**src/logic/eip_pkg.sv**
```systemverilog
// package with modes, timing constants and widths for the event interrupt pulser
package eip_pkg;
	// operating modes seen by the block
	typedef enum logic [2:0] {
		EIP_MODE_INIT = 3'b000,
		EIP_MODE_NORMAL = 3'b001,
		EIP_MODE_STOP = 3'b010,
		EIP_MODE_SLEEP = 3'b011,
		EIP_MODE_RESTART = 3'b100,
		EIP_MODE_FAILSAFE = 3'b101
	} eip_mode_t;
	// pulser states
	typedef enum logic [1:0] {
		EIP_ST_IDLE = 2'b00,
		EIP_ST_PULSE = 2'b01,
		EIP_ST_GAP = 2'b10
	} eip_state_t;
	localparam int EIP_CLK_MHZ = 50;
	// nominal pulse width and gap in microseconds
	localparam int EIP_PULSE_US = 100;
	localparam int EIP_GAP_US = 100;
	// nominal config select filter time in microseconds
	localparam int EIP_CFG_FLT_US = 10;
	localparam int EIP_PULSE_CYC = EIP_PULSE_US * EIP_CLK_MHZ;
	localparam int EIP_GAP_CYC = EIP_GAP_US * EIP_CLK_MHZ;
	localparam int EIP_CFG_FLT_CYC = EIP_CFG_FLT_US * EIP_CLK_MHZ;
	localparam int EIP_WAKE_W = 8;
	localparam int EIP_FAIL_W = 8;
	localparam int EIP_CNT_W = 16;
	// class selector values
	localparam logic EIP_CLASS_WAKE = 1'b0;
	localparam logic EIP_CLASS_GLOBAL = 1'b1;
endpackage

```
**src/logic/eip_cfg_filter.sv**
```systemverilog
// config select filter for the interrupt pin during init mode
`timescale 1ns/100ps
module eip_cfg_filter #(
	parameter int FLT_CYC = eip_pkg::EIP_CFG_FLT_CYC,
	parameter int CNT_W = eip_pkg::EIP_CNT_W
) (
	input wire logic i_mclk,
	input wire logic i_rst_b,
	input wire logic i_enable,
	input wire logic i_level,
	output logic o_level
);
	// candidate level and how long it has stood
	logic cand;
	logic [CNT_W-1:0] cnt;
	wire logic same = (i_level == cand);
	wire logic done = (cnt == CNT_W'(FLT_CYC - 1));

	// count while the level is stable, accept after the filter time
	always_ff @(posedge i_mclk) begin
		if (!i_rst_b) begin
			cand <= 1'b0;
			cnt <= '0;
			o_level <= 1'b0;
		end else if (!i_enable || !same) begin
			cand <= i_level;
			cnt <= '0;
		end else if (done) begin
			// filtered level accepted
			o_level <= cand;
		end else begin
			cnt <= cnt + CNT_W'(1);
		end
	end
endmodule

```
**src/logic/eip_pulser.sv**
```systemverilog
// interrupt pulser: event qualification, pulse and gap timing, status latching
//Contract
// low pulse of 100 us in normal/stop
// pin high at least 100 us between pulses
// pulses never change the operating mode
// class 0: latched wake bits interrupt
// wake interrupt only from enabled sources
// bus timeout masked by own bit only
// class 1: failure flags also interrupt
// level status never interrupts nor latches
// restart/failsafe faults, reset, device status excluded
// stop entry with wake bits set interrupts
// status view updates at pulse falling edge
// flags latched until host clears them
// host may reread after clearing
// init mode: pin is config select input
// config select filtered 10 us
// events during pulse/gap held pending
`timescale 1ns/100ps
module eip_pulser #(
	parameter int WAKE_W = eip_pkg::EIP_WAKE_W,
	parameter int FAIL_W = eip_pkg::EIP_FAIL_W,
	parameter int PULSE_CYC = eip_pkg::EIP_PULSE_CYC,
	parameter int GAP_CYC = eip_pkg::EIP_GAP_CYC,
	parameter int CFG_FLT_CYC = eip_pkg::EIP_CFG_FLT_CYC
) (
	input wire logic i_mclk,
	input wire logic i_rst_b,
	input wire eip_pkg::eip_mode_t i_mode,
	input wire logic i_int_global,
	input wire logic [WAKE_W-1:0] i_wake_evt_a,
	input wire logic [WAKE_W-1:0] i_wake_evt_b,
	input wire logic [WAKE_W-1:0] i_wake_en_a,
	input wire logic [WAKE_W-1:0] i_wake_en_b,
	input wire logic [WAKE_W-1:0] i_clr_wake_a,
	input wire logic [WAKE_W-1:0] i_clr_wake_b,
	input wire logic i_bus_timeout_flag,
	input wire logic i_bus_timeout_irq_mask,
	input wire logic i_clr_bus_timeout,
	input wire logic [FAIL_W-1:0] i_fail_evt,
	input wire logic [FAIL_W-1:0] i_clr_fail,
	input wire logic i_int_pin,
	output logic o_int_out,
	output logic o_int_oe,
	output logic o_int_pd_en,
	output logic o_cfg_sel,
	output logic [WAKE_W-1:0] o_wake_status_a,
	output logic [WAKE_W-1:0] o_wake_status_b,
	output logic o_bus_timeout_status,
	output logic [FAIL_W-1:0] o_fail_status
);
	localparam int CW = eip_pkg::EIP_CNT_W;
	// latched flags, live state
	logic [WAKE_W-1:0] wk_a;
	logic [WAKE_W-1:0] wk_b;
	logic bto;
	logic [FAIL_W-1:0] fl;
	// flags already reported by a pulse
	logic [WAKE_W-1:0] rep_a;
	logic [WAKE_W-1:0] rep_b;
	logic rep_bto;
	logic [FAIL_W-1:0] rep_fl;
	logic stop_req;
	eip_pkg::eip_state_t state;
	logic [CW-1:0] cnt;
	eip_pkg::eip_mode_t mode_q;

	// only enabled wake sources qualify
	wire logic [WAKE_W-1:0] q_a = i_wake_evt_a & i_wake_en_a;
	wire logic [WAKE_W-1:0] q_b = i_wake_evt_b & i_wake_en_b;
	// fail vector carries only interrupt-capable failures
	wire logic [FAIL_W-1:0] fl_new = fl & ~rep_fl;
	// unreported wake bits
	wire logic wake_new = |(wk_a & ~rep_a) || |(wk_b & ~rep_b);
	// timeout gated by its own mask, not by class
	wire logic bto_new = bto && !rep_bto && !i_bus_timeout_irq_mask;
	// failures only in global class
	wire logic fail_new = (i_int_global == eip_pkg::EIP_CLASS_GLOBAL) && |fl_new;
	// stop entry with wake flags pending
	wire logic stop_entry = (i_mode == eip_pkg::EIP_MODE_STOP) && (mode_q != eip_pkg::EIP_MODE_STOP)
		&& (|wk_a || |wk_b);
	wire logic active_mode = (i_mode == eip_pkg::EIP_MODE_NORMAL) || (i_mode == eip_pkg::EIP_MODE_STOP);
	// anything pending waits for idle
	wire logic pend = wake_new || bto_new || fail_new || stop_req;
	wire logic fire = (state == eip_pkg::EIP_ST_IDLE) && active_mode && pend;
	wire logic pulse_end = (state == eip_pkg::EIP_ST_PULSE) && (cnt == CW'(PULSE_CYC - 1));
	wire logic gap_end = (state == eip_pkg::EIP_ST_GAP) && (cnt == CW'(GAP_CYC - 1));
	wire logic init_mode = (i_mode == eip_pkg::EIP_MODE_INIT);

	// latch events; set wins over host clear; no level status kept
	always_ff @(posedge i_mclk) begin
		if (!i_rst_b) begin
			wk_a <= '0;
			wk_b <= '0;
			bto <= 1'b0;
			fl <= '0;
		end else begin
			wk_a <= (wk_a & ~i_clr_wake_a) | q_a;
			wk_b <= (wk_b & ~i_clr_wake_b) | q_b;
			bto <= (bto & ~i_clr_bus_timeout) | i_bus_timeout_flag;
			fl <= (fl & ~i_clr_fail) | i_fail_evt;
		end
	end

	// reported marks follow the flags; cleared flags become reportable again
	always_ff @(posedge i_mclk) begin
		if (!i_rst_b) begin
			rep_a <= '0;
			rep_b <= '0;
			rep_bto <= 1'b0;
			rep_fl <= '0;
		end else if (fire) begin
			rep_a <= wk_a;
			rep_b <= wk_b;
			rep_bto <= bto;
			rep_fl <= fl;
		end else begin
			rep_a <= rep_a & wk_a;
			rep_b <= rep_b & wk_b;
			rep_bto <= rep_bto & bto;
			rep_fl <= rep_fl & fl;
		end
	end

	// stop entry request held until served
	always_ff @(posedge i_mclk) begin
		if (!i_rst_b) begin
			mode_q <= eip_pkg::EIP_MODE_INIT;
			stop_req <= 1'b0;
		end else begin
			mode_q <= i_mode;
			stop_req <= stop_entry || (stop_req && !fire);
		end
	end

	// pulse then minimum high gap; mode is input only
	always_ff @(posedge i_mclk) begin
		if (!i_rst_b) begin
			state <= eip_pkg::EIP_ST_IDLE;
			cnt <= '0;
		end else begin
			case (state)
				eip_pkg::EIP_ST_IDLE: begin
					cnt <= '0;
					if (fire) begin
						state <= eip_pkg::EIP_ST_PULSE;
					end
				end
				eip_pkg::EIP_ST_PULSE: begin
					cnt <= pulse_end ? '0 : cnt + CW'(1);
					if (pulse_end) begin
						state <= eip_pkg::EIP_ST_GAP;
					end
				end
				eip_pkg::EIP_ST_GAP: begin
					cnt <= gap_end ? '0 : cnt + CW'(1);
					if (gap_end) begin
						state <= eip_pkg::EIP_ST_IDLE;
					end
				end
				default: begin
					state <= eip_pkg::EIP_ST_IDLE;
					cnt <= '0;
				end
			endcase
		end
	end

	// pin drive: low during pulse, high otherwise; released in init mode
	always_ff @(posedge i_mclk) begin
		if (!i_rst_b) begin
			o_int_out <= 1'b1;
			o_int_oe <= 1'b0;
			o_int_pd_en <= 1'b1;
		end else begin
			o_int_out <= !(fire || (state == eip_pkg::EIP_ST_PULSE && !pulse_end));
			// init mode senses the pin through the pull-down
			o_int_oe <= !init_mode;
			o_int_pd_en <= init_mode;
		end
	end

	// host view snapshot at each falling edge of the pulse
	always_ff @(posedge i_mclk) begin
		if (!i_rst_b) begin
			o_wake_status_a <= '0;
			o_wake_status_b <= '0;
			o_bus_timeout_status <= 1'b0;
			o_fail_status <= '0;
		end else if (fire) begin
			o_wake_status_a <= wk_a;
			o_wake_status_b <= wk_b;
			o_bus_timeout_status <= bto;
			o_fail_status <= fl;
		end else begin
			// host clears take effect on the view
			o_wake_status_a <= o_wake_status_a & wk_a;
			o_wake_status_b <= o_wake_status_b & wk_b;
			o_bus_timeout_status <= o_bus_timeout_status & bto;
			o_fail_status <= o_fail_status & fl;
		end
	end

	// filtered config select level
	eip_cfg_filter #(
		.FLT_CYC(CFG_FLT_CYC),
		.CNT_W(CW)
	) u_cfg (
		.i_mclk(i_mclk),
		.i_rst_b(i_rst_b),
		.i_enable(init_mode),
		.i_level(i_int_pin),
		.o_level(o_cfg_sel)
	);

	// pin run lengths for the timing checks; the high run saturates while idle
	logic [CW-1:0] low_run;
	logic [CW-1:0] high_run;
	wire logic [CW-1:0] next_low_run = o_int_out ? '0 : low_run + CW'(1);
	wire logic [CW-1:0] next_high_run = !o_int_out ? '0 : ((&high_run) ? high_run : high_run + CW'(1));
	// count cycles since the pin last changed level
	always_ff @(posedge i_mclk) begin
		if (!i_rst_b) begin
			low_run <= '0;
			high_run <= '1;
		end else begin
			low_run <= next_low_run;
			high_run <= next_high_run;
		end
	end
endmodule

```
**config.mk**
```make
export PLATFORM = sky130hd
export DESIGN_NAME = eip_pulser
export DESIGN_NICKNAME = d
export VERILOG_FILES = /design/src/logic/eip_pkg.sv /design/src/logic/eip_cfg_filter.sv /design/src/logic/eip_pulser.sv
export SDC_FILE = /design/constraint.sdc
export NUM_CORES = 1
export LEC_CHECK = 0
export ABC_AREA = 1
export BUFFER_PORTS_ARGS = -buffer_cell sky130_fd_sc_hd__buf_2
export CORE_MARGIN = 2
export CORE_UTILIZATION = 53
export DETAILED_ROUTE_END_ITERATION = 10
export PLACE_DENSITY = 0.84
export REMOVE_ABC_BUFFERS = 1
export SYNTH_ARGS = -nofsm -noshare
export SYNTH_HDL_FRONTEND = slang
export SYNTH_SLANG_ARGS = --single-unit
export TNS_END_PERCENT = 5
```
**constraint.sdc**
```tcl
create_clock -name i_mclk -period 2.2 [get_ports i_mclk]
set_clock_uncertainty 0.15 [all_clocks]
set_input_delay 0 -clock i_mclk [delete_from_list [all_inputs] [get_ports i_mclk]]
set_output_delay 0 -clock i_mclk [all_outputs]
set_load 0.03 [all_outputs]
```
==> impl_metrics.json <==
{
  "layout-drive-gt1-share_pct": 22.0,
  "cts.sinks": 118,
  "post-dp-hpwl_um": 7450,
  "post_synth_num_cell_types": 37,
  "nets": 824,
  "worst_ir_drop_vdd_uv": 712,
  "clk_pin_slew_ns": 0.06,
  "dieHeight_um": 96.6,
  "globalRoute.totalOverflow": 0,
  "yosys-top-cells-area": "dfxtp_1 52%, nand2_1 9.6%, a21oi_1 8.0%, inv_1 7.6%, o21ai_0 4.0%",
  "initialDrtViolationCount": 270,
  "wl_met3_um": 757,
  "antennaDiodeCount": 0,
  "clk_latency_ns": 0.52,
  "internal_power_mw": 3.90,
  "top_layer_used": "met4",
  "power_leakage_nw": 2.62,
  "tightest_slew_ns": 0.470,
  "status": "finished clean",
  "fmax_mhz": 519,
  "clockRootBuffer": "clkbuf_8",
  "comb_power_share_pct": 12.2,
  "routed_wl_um": 13300,
  "synth-main-ff-cell": "dfxtp_1",
  "vias": 4614,
  "cap_viol_max_count": 0,
  "netlist_area_sq_um": 4550,
  "gp_congestion": 0.841,
  "clockBufferDepth": 2,
  "yosysTopAreaCell": "dfxtp_1",
  "antenna_found_initial": 0,
  "power_density_nw_per_um2": 861,
  "yosys_register_bits": 118,
  "cts.repair.resized": 0,
  "fill_cells": 526,
  "core-area_sq_um": 8260,
  "crit_path_start_kind": "flip-flop",
  "cts_tree": "done",
  "wl_met2_um": 6960,
  "ys_warn_count": 0,
  "met1_length_um": 4900,
  "pwr-share-clk_pct": 45.8,
  "postLayoutCellArea_sq_um": 6310,
  "netlist.area_leader.share_pct": 52.0,
  "fp.dieArea_sq_um": 9330,
  "die_w_um": 96.6,
  "grt_pass1_wl_um": 22300,
  "setup_viol_count_final": 0,
  "placed_cells": 771,
  "postPlaceCellArea_sq_um": 5170,
  "rsz0062_at_grt": "no",
  "yosysSeqAreaShare_pct": 52.0,
  "io_pins": 103,
  "required_ns": 2.43,
  "start_util_pct": 55.0,
  "grt_pass1_vias": 4892,
  "synth_edf_count": 0,
  "power.switching_mw": 1.53,
  "avgRoutedWirePerCell_um": 15.4,
  "min_path_type": "input port to flip-flop",
  "area_delta_synth_final_pct": 38.8,
  "timing.hold.ws_ns": 0.0746,
  "place_ws_ns": 0.410,
  "grt_util_all_layers_pct": 29.5,
  "slew_headroom_pct": 68.4,
  "h-tree-depth": 4,
  "grt_max_degree": 43,
  "cts_buffers": 17,
  "drc": 0,
  "slew_viol_final": 0,
  "arrival_ns": 2.15,
  "post-route-min-period_ns": 1.93,
  "period_share_pct": 87.6,
  "switching_share_pct": 28.2,
  "tns_ns": 0,
  "dr.pass1.iters": 5,
  "fin_cells": 863,
  "vias_per_cell": 5.35,
  "synthArstFlopShare_pct": 0,
  "critPathCaptureType": "flip-flop",
  "seqPwrFrac_pct": 42.0,
  "port_buffers": 102,
  "critPathKind": "flip-flop to flip-flop",
  "path_max_fanout": 42,
  "finalHoldViolCount": 0,
  "rows": 33,
  "antenna_left": 0,
  "setup_slack_ns": 0.272,
  "syn_area_per_cell_sq_um": 7.91,
  "syn_inst": 575
}
timing repair:
action | in CTS | in global routing
setup buffers | 0 | 0
endpoints found under the hold margin | 63 | 0
hold buffers | 60 | 0
per-layer routing:
| layer | track usage (%) | vias up |
|---|---|---|
| met3 | 8.60 | 67 |
| li1 | - | 2186 |
| met5 | 0 | - |
| met2 | 52.8 | 200 |
| met4 | 17.8 | 0 |
| met1 | 30.2 | 2161 |
worst max-delay path, stage by stage (launching register included):
cell	delay (ns)
dfxtp_1	0.35
a21oi_1	0.19
o21ai_0	0.19
nor2_1	0.14
nand3_1	0.11
nand2_2	0.23
buf_12	0.25
a21oi_1	0.15
final cells by class:
type	count	area [sq um]	share of cell area, %
flip-flops and latches	118	2360	37.5
well taps	105	131	2.08
repair buffers	164	1150	18.3
clock buffers	17	414	6.57
clock inverters	15	121	1.92
multi-input cells	347	1760	28.0
inverters	97	364	5.77
registers in the layout (all words and copies together), names as in the netlist, 2 cells and up:
register	cells
cnt	16
fl	8
mode_q	3
o_fail_status	8
o_wake_status_a	8
o_wake_status_b	8
rep_a	8
rep_b	8
rep_fl	8
state	2
u_cfg.cnt	16
wk_a	8
wk_b	8
Yosys cell counts (all sizes together), types with 2 or more instances:
cell type    n
dfxtp      118
nand2      118
inv         96
a21oi       74
o21ai       42
nor2        36
nand3       28
nor3        12
buf          9
nand4        8
nor4         7
ha           5
xor2         5
clkbuf       4
nor3b        3
or2          2
placed cells by master, fill, tap and decap left out, types with 16 or more instances in the layout:
| cell | count |
|---|---|
| dfxtp_1 | 118 |
| nand2_1 | 115 |
| buf_2 | 102 |
| inv_1 | 92 |
| a21oi_1 | 73 |
| dlygate4sd3_1 | 60 |
| o21ai_0 | 36 |
| nor2_1 | 29 |
| nand3_1 | 24 |
| clkbuf_16 | 16 |
stage by stage:
step                total power, mW  util (%)
floorplan                      2.63         -
global placement               2.82      62.6
detailed placement             2.85      62.6
CTS                            5.37      76.4
global route                   5.60      76.4
finish                         5.43      76.4
power groups by stage:
stage | combinational, mW | clock (mW) | sequential (mW)
after floorplan | 0.271 | 0 | 2.36
after global placement | 0.502 | 0 | 2.32
after detailed placement | 0.530 | 0 | 2.32
after CTS | 0.625 | 2.47 | 2.28
after global routing | 0.724 | 2.59 | 2.29
final | 0.663 | 2.48 | 2.28
logic make-up (layout without fill, tap and decap cells):
family | count (synthesis) | in the layout | synth area share, %
adder cells (fa/ha/maj) | 5 | 5 | 1.38
flip-flops | 118 | 118 | 52.0
XOR/XNOR | 5 | 5 | 0.963
AND/OR/NAND/NOR | 217 | 217 | 22.7
buffers and inverters | 110 | 293 | 9.30
AO/OA/AOI/OAI | 120 | 120 | 13.7
path summary, 6_finish.rpt:
| check | start | slack (ns) | endpoint | cells after the start |
|---|---|---|---|---|
| worst max register to register | wk_a[3] | 0.27 | rep_a[6] | 7 |
| worst min-delay path | i_bus_timeout_flag | 0.07 | bto | 4 |
| worst max-delay path | wk_a[3] | 0.27 | rep_a[6] | 7 |
| worst min register to register | cnt[0] | 0.29 | cnt[0] | 1 |
Power figures use the tool's default switching activity.
